**src/core/rprp_defs.vh**
```
/*
 Constants of the packet report port: register offsets, field positions,
 reset values, report field lengths and timing counts.
 Assumes it is included by its bare name from the design files.
*/
`ifndef RPRP_DEFS_VH
`define RPRP_DEFS_VH

`define RPRP_OFF_SIZE       8'h00
`define RPRP_OFF_CTRL       8'h04
`define RPRP_OFF_LAST_LO    8'h08
`define RPRP_OFF_LAST_HI    8'h0c
`define RPRP_OFF_PREF_LO    8'h10
`define RPRP_OFF_PREF_HI    8'h14
`define RPRP_OFF_STATUS     8'h18
`define RPRP_OFF_LASTREP    8'h1c

`define RPRP_SIZE_RST       11'h7ff
`define RPRP_CTRL_RST       3'h0
`define RPRP_SA_RST         48'h000000000000

`define RPRP_CTRL_LAST_BIT  0
`define RPRP_CTRL_PREF_BIT  1
`define RPRP_CTRL_MCAST_BIT 2

`define RPRP_MIN_BODY       12'd14
`define RPRP_FULL_SIZE      11'd1536
`define RPRP_OVERSIZE       12'd1535
`define RPRP_DA_LAST        12'd5

`define RPRP_FLAG_BCAST     0
`define RPRP_FLAG_MCAST     1
`define RPRP_FLAG_OVERSIZE  3
`define RPRP_FLAG_BITRATE   4
`define RPRP_FLAG_FRAMING   5
`define RPRP_FLAG_CRC       6

`define RPRP_BYTE_LEN       6'd8
`define RPRP_STAT1_LEN      6'd8
`define RPRP_STAT2_LEN      6'd24
`define RPRP_FCS_LEN        6'd32

`define RPRP_CRC_INIT       32'hffffffff
`define RPRP_CRC_POLY       32'hedb88320

`define RPRP_REF_CLK_NS     50
`define RPRP_REPORT_CLK_NS  100
`define RPRP_HALF_CYC       ((`RPRP_REPORT_CLK_NS / 2) / `RPRP_REF_CLK_NS)

`endif

```
**src/core/rprp_report_port.v**
```verilog
/*
 Packet report port: copies each repeated packet that starts while the link is free, cut to a programmable
 length, out on a serial report link with two statistics fields and a new FCS.
 Assumes the repeater core delivers packet bytes on ref_clk, software uses APB,
 and an external buffer gated by report buffer drive joins the shared link.
*/
// Added by the designer: the placing of the registers and the APB register port.
`timescale 1ns/1ps
`include "rprp_defs.vh"

module rprp_report_port #(
   parameter BUF_AW = 4
) (
   input  wire        ref_clk,
   input  wire        rst_n,
   input  wire        psel,
   input  wire        penable,
   input  wire        pwrite,
   input  wire [7:0]  paddr,
   input  wire [31:0] pwdata,
   output reg  [31:0] prdata,
   output reg         pready,
   output reg         pslverr,
   input  wire        pktStart,
   input  wire        pktByteValid,
   input  wire [7:0]  pktByte,
   input  wire        pktEnd,
   input  wire [7:0]  pktPort,
   input  wire        pktBitRateErr,
   input  wire        pktFramingErr,
   input  wire        pktCrcErr,
   output reg         reportClk,
   output reg         reportSerialData,
   output reg         reportActiveOutN,
   input  wire        reportActiveInN,
   output reg         reportBufferDrive,
   output reg         reportTagFlag
);

   localparam BUF_DEPTH = 1 << BUF_AW;
   localparam [2:0] ST_IDLE  = 3'h0;
   localparam [2:0] ST_BODY  = 3'h1;
   localparam [2:0] ST_STAT1 = 3'h2;
   localparam [2:0] ST_STAT2 = 3'h3;
   localparam [2:0] ST_FCS   = 3'h4;
   localparam [7:0] HALF_CYC = (`RPRP_HALF_CYC < 1) ? 8'd1 : `RPRP_HALF_CYC;

   function [31:0] crcBit;
      input [31:0] crc;
      input        bitIn;
      begin
         crcBit = (crc >> 1) ^ (((crc[0] ^ bitIn) == 1'b1) ? `RPRP_CRC_POLY : 32'h00000000);
      end
   endfunction

   reg  [10:0]       sizeQ;
   reg  [2:0]        ctrlQ;
   reg  [47:0]       lastSaQ;
   reg  [47:0]       prefSaQ;
   reg  [7:0]        sentRepQ;
   reg  [7:0]        skipRepQ;
   reg  [7:0]        truncRepQ;
   reg  [31:0]       readData;
   reg               readErr;
   reg               actSyncA;
   reg               actSyncB;
   reg  [7:0]        divQ;
   reg  [2:0]        stQ;
   reg  [11:0]       rxCntQ;
   reg  [47:0]       daQ;
   reg               daDoneQ;
   reg               pktDoneQ;
   reg  [7:0]        flagsQ;
   reg  [7:0]        portQ;
   reg  [7:0]        bufMem [0:BUF_DEPTH-1];
   reg  [BUF_AW:0]   wrPtrQ;
   reg  [BUF_AW:0]   rdPtrQ;
   reg  [11:0]       sentCntQ;
   reg  [31:0]       shQ;
   reg  [5:0]        bitsQ;
   reg               presQ;
   reg               crcOnQ;
   reg  [31:0]       crcQ;
   reg               fAvail;
   reg  [31:0]       fData;
   reg  [5:0]        fLen;
   reg  [2:0]        fNext;
   reg               fPop;
   reg               fTag;
   reg               fCrc;
   reg               fTrunc;
   wire              tick;
   wire              apbAccess;
   wire              bufEmpty;
   wire              bufFull;
   wire              push;
   wire              accept;
   wire              isBcast;
   wire              isMcast;
   wire              daValid;
   wire              fullMode;
   wire [11:0]       limit;
   wire [BUF_AW:0]   bufCnt;

   assign apbAccess = psel & penable & pready;
   assign tick      = (divQ == (HALF_CYC - 8'd1));
   assign bufCnt    = wrPtrQ - rdPtrQ;
   assign bufEmpty  = (bufCnt == {(BUF_AW+1){1'b0}});
   assign bufFull   = bufCnt[BUF_AW];
   assign isBcast   = (daQ == 48'hffffffffffff);
   assign isMcast   = daQ[0] & ~isBcast;
   assign daValid   = (ctrlQ[`RPRP_CTRL_LAST_BIT] & (daQ == lastSaQ))
                    | (ctrlQ[`RPRP_CTRL_PREF_BIT] & (daQ == prefSaQ));
   assign fullMode  = isBcast | daValid
                    | (ctrlQ[`RPRP_CTRL_MCAST_BIT] & isMcast)
                    | (sizeQ >= `RPRP_FULL_SIZE);
   assign limit     = ({1'b0, sizeQ} <= `RPRP_MIN_BODY) ? `RPRP_MIN_BODY : {1'b0, sizeQ};
   assign accept    = pktStart & (stQ == ST_IDLE) & actSyncB;
   assign push      = pktByteValid & ~pktDoneQ & (stQ == ST_BODY) & ~bufFull;

   always @* begin
      readData = 32'h00000000;
      readErr  = 1'b0;
      case (paddr)
         `RPRP_OFF_SIZE:    readData = {21'h000000, sizeQ};
         `RPRP_OFF_CTRL:    readData = {29'h00000000, ctrlQ};
         `RPRP_OFF_LAST_LO: readData = lastSaQ[31:0];
         `RPRP_OFF_LAST_HI: readData = {16'h0000, lastSaQ[47:32]};
         `RPRP_OFF_PREF_LO: readData = prefSaQ[31:0];
         `RPRP_OFF_PREF_HI: readData = {16'h0000, prefSaQ[47:32]};
         `RPRP_OFF_STATUS:  readData = {truncRepQ, skipRepQ, sentRepQ, 4'h0, ~actSyncB, stQ};
         `RPRP_OFF_LASTREP: readData = {portQ, 4'h0, rxCntQ, flagsQ};
         default:           readErr  = 1'b1;
      endcase
   end

   // One wait state lets prdata and pready come straight from flip-flops.
   always @(posedge ref_clk or negedge rst_n) begin
      if (!rst_n) begin
         pready  <= 1'b0;
         pslverr <= 1'b0;
         prdata  <= 32'h00000000;
         sizeQ   <= `RPRP_SIZE_RST;
         ctrlQ   <= `RPRP_CTRL_RST;
         lastSaQ <= `RPRP_SA_RST;
         prefSaQ <= `RPRP_SA_RST;
      end else begin
         if (psel && penable && !pready) begin
            pready  <= 1'b1;
            pslverr <= readErr;
            prdata  <= pwrite ? 32'h00000000 : readData;
         end else begin
            pready  <= 1'b0;
            pslverr <= 1'b0;
         end
         if (apbAccess && pwrite && !pslverr) begin
            case (paddr)
               `RPRP_OFF_SIZE:    sizeQ            <= pwdata[10:0];
               `RPRP_OFF_CTRL:    ctrlQ            <= pwdata[2:0];
               `RPRP_OFF_LAST_LO: lastSaQ[31:0]    <= pwdata;
               `RPRP_OFF_LAST_HI: lastSaQ[47:32]   <= pwdata[15:0];
               `RPRP_OFF_PREF_LO: prefSaQ[31:0]    <= pwdata;
               `RPRP_OFF_PREF_HI: prefSaQ[47:32]   <= pwdata[15:0];
               default:           sizeQ            <= sizeQ;
            endcase
         end
      end
   end

   always @(posedge ref_clk or negedge rst_n) begin
      if (!rst_n) begin
         actSyncA <= 1'b1;
         actSyncB <= 1'b1;
      end else begin
         actSyncA <= reportActiveInN;
         actSyncB <= actSyncA;
      end
   end

   always @(posedge ref_clk) begin
      if (push) begin
         bufMem[wrPtrQ[BUF_AW-1:0]] <= pktByte;
      end
   end

   // Field selection: what the serialiser loads once the current field is out.
   always @* begin
      fAvail = 1'b0;
      fData  = 32'h00000000;
      fLen   = `RPRP_BYTE_LEN;
      fNext  = stQ;
      fPop   = 1'b0;
      fTag   = reportTagFlag;
      fCrc   = 1'b1;
      fTrunc = 1'b0;
      case (stQ)
         ST_BODY: begin
            if (daDoneQ && !bufEmpty && (fullMode || sentCntQ < limit)) begin
               fAvail = 1'b1;
               fData  = {24'h000000, bufMem[rdPtrQ[BUF_AW-1:0]]};
               fPop   = 1'b1;
            end else if (daDoneQ && ((!fullMode && sentCntQ >= limit) || (pktDoneQ && bufEmpty))) begin
               fAvail = 1'b1;
               fData  = {24'h000000, portQ};
               fLen   = `RPRP_STAT1_LEN;
               fNext  = ST_STAT1;
               fTag   = 1'b1;
               fTrunc = !fullMode && !(pktDoneQ && bufEmpty);
            end
         end
         ST_STAT1: begin
            if (pktDoneQ) begin
               fAvail = 1'b1;
               fData  = {8'h00, 4'h0, rxCntQ, flagsQ};
               fLen   = `RPRP_STAT2_LEN;
               fNext  = ST_STAT2;
               fTag   = 1'b1;
            end
         end
         ST_STAT2: begin
            fAvail = 1'b1;
            fData  = ~crcQ;
            fLen   = `RPRP_FCS_LEN;
            fNext  = ST_FCS;
            fTag   = 1'b0;
            fCrc   = 1'b0;
         end
         default: begin
            fAvail = 1'b0;
         end
      endcase
   end

   always @(posedge ref_clk or negedge rst_n) begin
      if (!rst_n) begin
         divQ              <= 8'h00;
         stQ               <= ST_IDLE;
         rxCntQ            <= 12'h000;
         daQ               <= 48'h000000000000;
         daDoneQ           <= 1'b0;
         pktDoneQ          <= 1'b0;
         flagsQ            <= 8'h00;
         portQ             <= 8'h00;
         wrPtrQ            <= {(BUF_AW+1){1'b0}};
         rdPtrQ            <= {(BUF_AW+1){1'b0}};
         sentCntQ          <= 12'h000;
         shQ               <= 32'h00000000;
         bitsQ             <= 6'h00;
         presQ             <= 1'b0;
         crcOnQ            <= 1'b0;
         crcQ              <= `RPRP_CRC_INIT;
         sentRepQ          <= 8'h00;
         skipRepQ          <= 8'h00;
         truncRepQ         <= 8'h00;
         reportClk         <= 1'b0;
         reportSerialData  <= 1'b0;
         reportActiveOutN  <= 1'b1;
         reportBufferDrive <= 1'b0;
         reportTagFlag     <= 1'b0;
      end else begin
         divQ <= tick ? 8'h00 : divQ + 8'd1;
         if (push) begin
            wrPtrQ <= wrPtrQ + {{BUF_AW{1'b0}}, 1'b1};
         end
         if (pktStart && !accept) begin
            skipRepQ <= skipRepQ + 8'd1;
         end
         if (accept) begin
            stQ               <= ST_BODY;
            rxCntQ            <= 12'h000;
            daDoneQ           <= 1'b0;
            pktDoneQ          <= 1'b0;
            portQ             <= pktPort;
            wrPtrQ            <= {(BUF_AW+1){1'b0}};
            rdPtrQ            <= {(BUF_AW+1){1'b0}};
            sentCntQ          <= 12'h000;
            bitsQ             <= 6'h00;
            presQ             <= 1'b0;
            crcQ              <= `RPRP_CRC_INIT;
            reportClk         <= 1'b0;
            reportActiveOutN  <= 1'b0;
            reportBufferDrive <= 1'b1;
         end else if (stQ != ST_IDLE) begin
            if (pktByteValid && !pktDoneQ) begin
               if (rxCntQ <= `RPRP_DA_LAST) begin
                  daQ[{rxCntQ[2:0], 3'b000} +: 8] <= pktByte;
               end
               if (rxCntQ == `RPRP_DA_LAST) begin
                  daDoneQ <= 1'b1;
               end
               if (rxCntQ != 12'hfff) begin
                  rxCntQ <= rxCntQ + 12'd1;
               end
            end
            if (pktEnd && !pktDoneQ) begin
               // A runt shorter than the address still gets a report.
               pktDoneQ <= 1'b1;
               daDoneQ  <= 1'b1;
               flagsQ   <= 8'h00;
               flagsQ[`RPRP_FLAG_BCAST]    <= isBcast & daDoneQ;
               flagsQ[`RPRP_FLAG_MCAST]    <= isMcast & daDoneQ;
               flagsQ[`RPRP_FLAG_OVERSIZE] <= (rxCntQ > `RPRP_OVERSIZE);
               flagsQ[`RPRP_FLAG_BITRATE]  <= pktBitRateErr;
               flagsQ[`RPRP_FLAG_FRAMING]  <= pktFramingErr;
               flagsQ[`RPRP_FLAG_CRC]      <= pktCrcErr;
            end
            // Data changes only while the clock is low, so it is settled at each rise.
            if (tick) begin
               if (!reportClk && presQ) begin
                  reportClk <= 1'b1;
                  presQ     <= 1'b0;
               end else begin
                  reportClk <= 1'b0;
                  if (bitsQ != 6'h00) begin
                     reportSerialData <= shQ[0];
                     shQ              <= shQ >> 1;
                     bitsQ            <= bitsQ - 6'd1;
                     presQ            <= 1'b1;
                     if (crcOnQ) begin
                        crcQ <= crcBit(crcQ, shQ[0]);
                     end
                  end else if (fAvail) begin
                     reportSerialData <= fData[0];
                     shQ              <= fData >> 1;
                     bitsQ            <= fLen - 6'd1;
                     presQ            <= 1'b1;
                     stQ              <= fNext;
                     reportTagFlag    <= fTag;
                     crcOnQ           <= fCrc;
                     if (fCrc) begin
                        crcQ <= crcBit(crcQ, fData[0]);
                     end
                     if (fPop) begin
                        rdPtrQ   <= rdPtrQ + {{BUF_AW{1'b0}}, 1'b1};
                        sentCntQ <= sentCntQ + 12'd1;
                     end
                     if (fTrunc) begin
                        truncRepQ <= truncRepQ + 8'd1;
                     end
                  end else if (stQ == ST_FCS) begin
                     stQ               <= ST_IDLE;
                     sentRepQ          <= sentRepQ + 8'd1;
                     reportSerialData  <= 1'b0;
                     reportTagFlag     <= 1'b0;
                     reportActiveOutN  <= 1'b1;
                     reportBufferDrive <= 1'b0;
                  end else begin
                     presQ <= 1'b0;
                  end
               end
            end
         end
      end
   end

endmodule // rprp_report_port

```
**config.mk**
```make
export PLATFORM = sky130hd
export DESIGN_NAME = rprp_report_port
export DESIGN_NICKNAME = d
export VERILOG_FILES = /design/src/core/rprp_report_port.v
export VERILOG_INCLUDE_DIRS = /design/src /design/src/core
export SDC_FILE = /design/constraint.sdc
export NUM_CORES = 1
export LEC_CHECK = 0
export BUFFER_PORTS_ARGS = -buffer_cell sky130_fd_sc_hd__buf_2
export CORE_ASPECT_RATIO = 0.75
export CORE_MARGIN = 2
export CORE_UTILIZATION = 45
export CTS_BUF_LIST = sky130_fd_sc_hd__clkbuf_4 sky130_fd_sc_hd__clkbuf_8
export DETAILED_ROUTE_END_ITERATION = 12
export GPL_ROUTABILITY_DRIVEN = 0
export PLACE_DENSITY = 0.62
export SKIP_LAST_GASP = 1
export SYNTH_ARGS = -nofsm -noshare
export SYNTH_HDL_FRONTEND = slang
export SYNTH_SLANG_ARGS = --single-unit
export TNS_END_PERCENT = 30
```
**constraint.sdc**
```tcl
create_clock -name ref_clk -period 9.2 [get_ports ref_clk]
set_input_delay 0.92 -clock ref_clk [delete_from_list [all_inputs] [get_ports ref_clk]]
set_output_delay 0.92 -clock ref_clk [all_outputs]
set_load 0.03 [all_outputs]
```
==> results of run 1 <==
[metrics by stage]
stage | utilization [%] | hold WS (ns) | total power [mW]
floorplan | - | 0.3452 | 2.317
global placement | 48.31 | 0.3539 | 2.406
detailed placement | 48.31 | 0.3564 | 2.409
CTS | 51.61 | 0.3220 | 4.341
global route | 51.61 | 0.3320 | 4.454
finish | 51.61 | 0.3569 | 4.309
[power by group through the flow]
stage	Sequential [mW]	Combinational, mW	Clock [mW]
finish	2.25	0.119	1.94
floorplan	2.28	0.0367	0
global placement	2.29	0.118	0
CTS	2.25	0.121	1.97
global route	2.25	0.133	2.07
detailed placement	2.29	0.120	0
[flip-flops by register name, summed over array words and instances, names as in the netlist, 3 cells and up]
name / flops
sentRepQ: 8
skipRepQ: 8
prefSaQ: 48
prdata: 32
flagsQ: 6
sentCntQ: 12
sizeQ: 11
stQ: 3
bitsQ: 6
daQ: 48
rdPtrQ: 5
divQ: 8
rxCntQ: 12
bufMem: 128
ctrlQ: 3
shQ: 31
truncRepQ: 8
portQ: 8
crcQ: 32
wrPtrQ: 5
lastSaQ: 48
[layer usage]
layer,GRT usage (%),up-vias,wire length (µm)
met4,7.322,0,1665
met2,35.49,810,27360
met5,0,-,0
li1,-,7187,-
met3,7.536,110,7239
met1,39.82,8185,30670
[logic make-up (layout without fill, tap and decap cells)]
| group | count (synthesis) | count (layout) | synth area share, % |
|---|---|---|---|
| buffers and inverters | 132 | 306 | 2.331 |
| XOR/XNOR | 155 | 155 | 6.023 |
| AND/OR/NAND/NOR | 575 | 575 | 12.07 |
| flip-flops | 483 | 483 | 56.72 |
| multiplexers | 180 | 180 | 11.00 |
| adder cells (fa/ha/maj) | 34 | 34 | 1.887 |
| AO/OA/AOI/OAI | 349 | 349 | 9.970 |
[placed cells by master, fill, tap and decap left out, drive strengths merged, types with 14 or more instances in the layout]
cell	netlist	final
mux2	132	132
nor3	47	47
xor2	95	95
a21oi	83	83
a221oi	22	22
o21ai	116	116
nand3	36	36
mux4	41	41
and2	25	25
clkbuf	73	129
nor2b	14	14
nor2	115	115
nor4	31	31
inv	35	36
nand4	39	39
nand2	211	211
a22oi	34	34
dfrtp	309	309
a22o	27	27
edfxtp	128	128
buf	24	130
ha	34	34
dfstp	46	46
xnor2	60	60
[final cells by class]
class,instances,area share (%)
multi-input cells,1293,36.58
inverters,35,0.5180
well taps,648,3.197
repair buffers,130,2.891
clock buffers,129,6.113
flip-flops and latches,483,50.42
clock inverters,12,0.2812
[path summary, 6_finish.rpt]
check                       endpoint  cells past startpoint     start  slack [ns]
max                         bitsQ[2]                     16  sizeQ[9]        3.95
min                          shQ[25]                      1     rst_n        0.36
max reg2reg                 bitsQ[2]                     16  sizeQ[9]        3.95
min reg2reg                 actSyncB                      0  actSyncA        0.37
max in group asynchronous  flagsQ[0]                      2     rst_n        7.31
min in group ref_clk        actSyncB                      0  actSyncA        0.37
==> results.yml, run 1 <==
run_status:
  outcome: "completed"
logic_synthesis:
  yosys.cell_count.top_type: "dfrtp_1"
  syn-cell-area_um2: 22540
  synth_enable_flop_cells: 128
  sequential_to_total_area_share_from_yosys_stat_pct: 56.72
  post_synthesis_cells: 1908
  synth_area_per_cell_um2: 11.81
  synth_area_leaders: "dfrtp_1 34%, edfxtp_1 17%, mux2_2 6.6%"
  synth.largest_area_cell: "dfrtp_1"
  number_of_unique_standard_cell_types_used_by_synthesis: 65
  postSynth.topFlopCell: "dfrtp_1"
  synth_nets: 2010
  synth_warnings: 0
  synth-seq-cells: 483
  top_cell_types_by_occurrence_after_synthesis: "309 x dfrtp_1, 211 x nand2_1, 132 x mux2_2"
  synth-async-reset-ratio_pct: 73.50
  synth_top_area_share_pct: 34.30
timing:
  crit_share_post_route_pct: 57.07
  finalSetupViolations: 0
  achievable-frequency_mhz: 190.5
  final_setup_margin_ns: 3.950
  timing_hold_violations_final: 0
  tightestPinTransition_ns: 1.286
  unrepaired_setup_endpoints_after_global_routing: "no"
  timing.slew.headroom_pct: 13.78
  skew_ns: 0.03796
  setup_tns_final_ns: 0
  post_route_minimum_period_ns: 5.250
  drv_slew: 0
drt:
  detail_route.drc_violations: 0
  num_vias: 16292
  detail_route.vias_per_cell: 5.968
  drtPass1Iterations: 8
  finalWirelength_um: 66940
  routed_wire_length_per_instance_um: 24.52
  antenna_left: 0
  drt_first_iter_violations: 1778
critical_path:
  critical_path_arrival_ns: 5.75
  worstSetupStartpointType: "flop"
  crit_path_cell_trace: "nor4_1 -> nand4_1 -> a41oi_1 -> nor2b_1 -> ha_1 -> nand2b_1 -> a21o_1 -> a211oi_1 -> o21ai_0 -> nor4b_1 -> o21a_1 -> o21ai_1 -> a31oi_4 -> buf_4 -> a21bo_2 -> a21oi_1"
  worst-setup-path-type: "reg2reg"
  path_buf_inv: 1
  cp_slowest_cell: "nor4b_1"
  endpoint_kind: "flop"
  worst_path_largest_cell_delay_ns: 0.91
  top_delay_family_on_crit_path: "compound AO/OA/AOI/OAI gates"
  crit_path_max_fanout: 35
  worst_ep_required_time_ns: 9.70
clocking:
  clk_pin_slew_ns: 0.07
  hold_buffers: 0
  cts_htree_levels: 3
  clock_latency_late_sink_ns: 0.66
  clk_root_buffer_cell: "clkbuf_8"
  clkSinkCount: 483
  tritoncts_clock_tree: "done"
  cts_buffers: 76
  post_cts_resize_count: 0
  cts-root-to-sink-buffers: 3
  post-cts-setup-buffers: 0
power:
  powerDensity_nw_per_um2: 169.9
  power_frac_comb_pct: 2.8
  power.internal_mw: 3.320
  peakVddDrop_mv: 0.1020
  power.share.switching_pct: 22.94
  seq_power_share_pct: 52.2
  cellLeakagePower_nw: 11.23
  share_clk_of_total_power_pct: 45.1
  switching_power_mw: 0.9885
placement:
  place_hpwl_um: 46240
  placement_stage_worst_setup_slack_ns: 4.253
  placedCellCount: 2589
  port-buffer-count: 106
  postPlaceCellArea_um2: 23740
floorplan:
  std_cell_rows: 70
  design.die.area_um2: 51920
  top_level_ports: 107
  chipWidth_um: 262.4
  floorplan.die.height_um: 197.8
  coreArea_um2: 49130
  initial_standard_cell_utilization_of_the_core_pct: 45.87
global_route:
  first_pass_grt_wire_length_um: 100900
  grt_remaining_overflow: 0
  grt_max_degree: 168
  vias_in_the_first_global_route: 15536
  grt_antenna_before_repair: 1
  grt_use_total_pct: 26.00
finish:
  final_area_um2: 25360
  multi_input_comb_area_um2: 9278
  insertedDiodeCount: 0
  area_delta_synth_final_pct: 12.51
  final_net_count: 2121
  layout_cell_share_with_drive_strength_beyond_1_pct: 24.30
  final_cell_count_no_fill: 2730
  seqCellArea_um2: 12790
  fillCellCount: 4260
worst_hold_path:
  worst_hold_path_type: "in2async"
job:
  count_of_max_cap_constraint_violations: 0
(Power assumes the default switching activity.)
==> run 2, diff against run 1 <==
- ABC_AREA: default -> 1
- PLACE_DENSITY: 0.62 -> 0.65
- clock period: 9.2 -> 4.4 ns (I/O delays scaled with it)
==> run 2 against run 1 <==
Against the previous run: non-clock buffer count grew 28; die area rose by 4.9%; highest routed layer is now met5; synthesized cell count rose by 44%; sequential share of layout area decreased by 2.8 points; design area grew 5.9%; routed wire length grew 15%; via count increased by 27%; critical endpoint is now crcQ[0]; clock skew is 0.0079 ns lower.
==> results.yml, run 2 <==
logic_synthesis:
  top_cell_types_by_occurrence_after_synthesis: "643 x nand2_1, 312 x o21ai_0, 309 x dfrtp_1, 309 x inv_1, 214 x nor2_1"
  synth_enable_flop_cells: 128
  synth-seq-cells: 483
  number_of_unique_standard_cell_types_used_by_synthesis: 62
  synth-async-reset-ratio_pct: 73.50
  postSynth.topFlopCell: "dfrtp_1"
  synth_top_area_share_pct: 32.68
  synth_nets: 2850
  post_synthesis_cells: 2748
  yosys.cell_count.top_type: "nand2_1"
  sequential_to_total_area_share_from_yosys_stat_pct: 54.03
  synth_area_per_cell_um2: 8.611
  syn-cell-area_um2: 23660
  synth_warnings: 0
  synth_area_leaders: "dfrtp_1 33%, edfxtp_1 16%, nand2_1 10%"
  synth.largest_area_cell: "dfrtp_1"
power:
  cellLeakagePower_nw: 11.94
  powerDensity_nw_per_um2: 344.6
  peakVddDrop_mv: 0.3033
critical_path:
  crit_path_max_fanout: 26
  critical_path_arrival_ns: 4.51
  worst-setup-path-type: "reg2reg"
  most_used_cell_along_the_critical_path: "nor2_1"
  crit_path_cell_trace: "nor4_1 -> nand4_1 -> a41oi_1 -> nor2_1 -> ha_1 -> inv_1 -> nor2_1 -> o21bai_1 -> a21oi_1 -> nor2_1 -> inv_1 -> nand4_2 -> nand2_4 -> clkinv_4 -> nand2_2 -> nand2_2 -> inv_4 -> nand3_4 -> nand2_8 -> nor2_8 -> inv_4 -> nand2_8 -> o21ai_0"
  endpoint_kind: "flop"
  worst_ep_required_time_ns: 4.97
  top_delay_family_on_crit_path: "simple AND/OR/NAND/NOR gates"
  cp_slowest_cell: "dfstp_2"
  path_buf_inv: 5
  worstSetupStartpointType: "flop"
  worst_path_largest_cell_delay_ns: 0.39
drt:
  detail_route.drc_violations: 0
  routed_wire_length_per_instance_um: 21.08
  detail_route.vias_per_cell: 5.665
  num_vias: 20704
  drt_first_iter_violations: 2348
  drtPass1Iterations: 7
  finalWirelength_um: 77040
  antenna_left: 0
finish:
  final_net_count: 2990
  largest_register_ffs: 128
  final_area_um2: 26840
  multi_input_comb_area_um2: 9151
  area_delta_synth_final_pct: 13.44
  layout_cell_share_with_drive_strength_beyond_1_pct: 14.23
  final_common_cell: "nand2_1"
  seqCellArea_um2: 12790
  fillCellCount: 4817
  most-common-layout-cells: "641 x nand2_1, 312 x o21ai_0, 309 x inv_1, 308 x dfrtp_1, 213 x nor2_1"
  insertedDiodeCount: 0
global_route:
  first_pass_grt_wire_length_um: 116400
  vias_in_the_first_global_route: 19674
  grt_antenna_before_repair: 4
  grt_use_total_pct: 28.39
  grt_max_degree: 96
  grt_remaining_overflow: 0
placement:
  port-buffer-count: 106
  place_hpwl_um: 55110
  postPlaceCellArea_um2: 25030
timing:
  timing_hold_violations_final: 0
  timing.slew.headroom_pct: 25.67
  crit_share_post_route_pct: 89.42
  drv_slew: 0
  setup_tns_final_ns: 0
  tightestPinTransition_ns: 1.106
  post_route_minimum_period_ns: 3.934
  finalSetupViolations: 0
  unrepaired_setup_endpoints_after_global_routing: "no"
  skew_ns: 0.03001
  achievable-frequency_mhz: 254.2
clocking:
  clk_pin_slew_ns: 0.07
  tritoncts_clock_tree: "done"
  clkSinkCount: 483
  clock_latency_late_sink_ns: 0.67
  cts_htree_levels: 3
  cts_buffers: 78
  clk_root_buffer_cell: "clkbuf_8"
  post-cts-setup-buffers: 0
  cts-root-to-sink-buffers: 3
run_status:
  outcome: "completed"
worst_hold_path:
  worst_hold_path_type: "in2reg"
floorplan:
  design.die.area_um2: 54460
  initial_standard_cell_utilization_of_the_core_pct: 45.76
  top_level_ports: 107
  std_cell_rows: 72
  chipWidth_um: 268.8
  coreArea_um2: 51710
  floorplan.die.height_um: 202.6
job:
  count_of_max_cap_constraint_violations: 0
[run 2: kinds of logic after synthesis]
family | Yosys count | synth area share [%]
DFF | 483 | 54.03
buffers and inverters | 447 | 7.334
muxes | 12 | 0.5076
xor gates and xnor gates | 50 | 1.851
AOI/OAI and AO/OA | 623 | 14.89
and+or+nand+nor | 1099 | 19.59
adders and majority gates | 34 | 1.798
[run 2: final timing paths]
check                      startpoint          end  slack (ns)  cells after the start
setup / recovery             sizeQ[7]      crcQ[0]        0.47                     23
hold / removal             pwdata[28]  prefSaQ[28]        0.05                      3
setup reg to reg             sizeQ[7]      crcQ[0]        0.47                     23
hold reg to reg              actSyncA     actSyncB        0.37                      0
max in group asynchronous       rst_n   lastSaQ[2]        2.80                      3
min in group asynchronous       rst_n      pslverr        0.36                      2
[run 2: stage by stage]
stage,hold slack (ns),utilization [%],worst slack (ns),std cells,power (mW)
after CTS,0.009460,51.91,0.5008,3655,9.314
after floorplan,0.1444,-,1.040,2748,4.856
after global routing,0.02799,51.91,0.02137,3655,9.543
after detailed placement,0.3500,48.40,0.5185,3502,5.055
after global placement,0.3487,48.40,0.6350,3502,5.045
final,0.04607,51.91,0.4655,3655,9.251
[run 2: layout make-up]
| class | instances | area share, % |
|---|---|---|
| Inverter | 349 | 4.917 |
| Tap cell | 703 | 3.277 |
| Timing Repair Buffer | 158 | 3.645 |
| Clock inverter | 20 | 0.6665 |
| Multi-Input combinational cell | 1818 | 34.09 |
| Sequential cell | 483 | 47.63 |
| Clock buffer | 124 | 5.775 |
[run 2: timing repair]
action / CTS / global route
endpoints found under the setup margin: 0 / 0
resized for setup: 0 / 0
hold endpoints to repair: 92 / 0
hold buffers: 9 / 0
[run 2: worst min-delay path, cell delays in order]
cell and delay, ns:
buf_2 0.09, inv_1 0.05, o21ai_0 0.08
[run 2: report_power, final]
| part | internal (mW) | total [mW] | leakage [nW] | switching [mW] |
|---|---|---|---|---|
| Clock | 2.42 | 4.27 | 0.909 | 1.86 |
| Sequential | 4.65 | 4.69 | 5.61 | 0.0375 |
| Combinational | 0.0758 | 0.291 | 5.42 | 0.215 |
[run 2: metal layers]
metal	wire length (µm)	vias up	global-route usage, %
li1	-	9469	-
met1	32820	9872	39.69
met2	32320	1143	40.45
met3	8576	216	9.096
met4	3302	4	12.22
met5	23	-	0
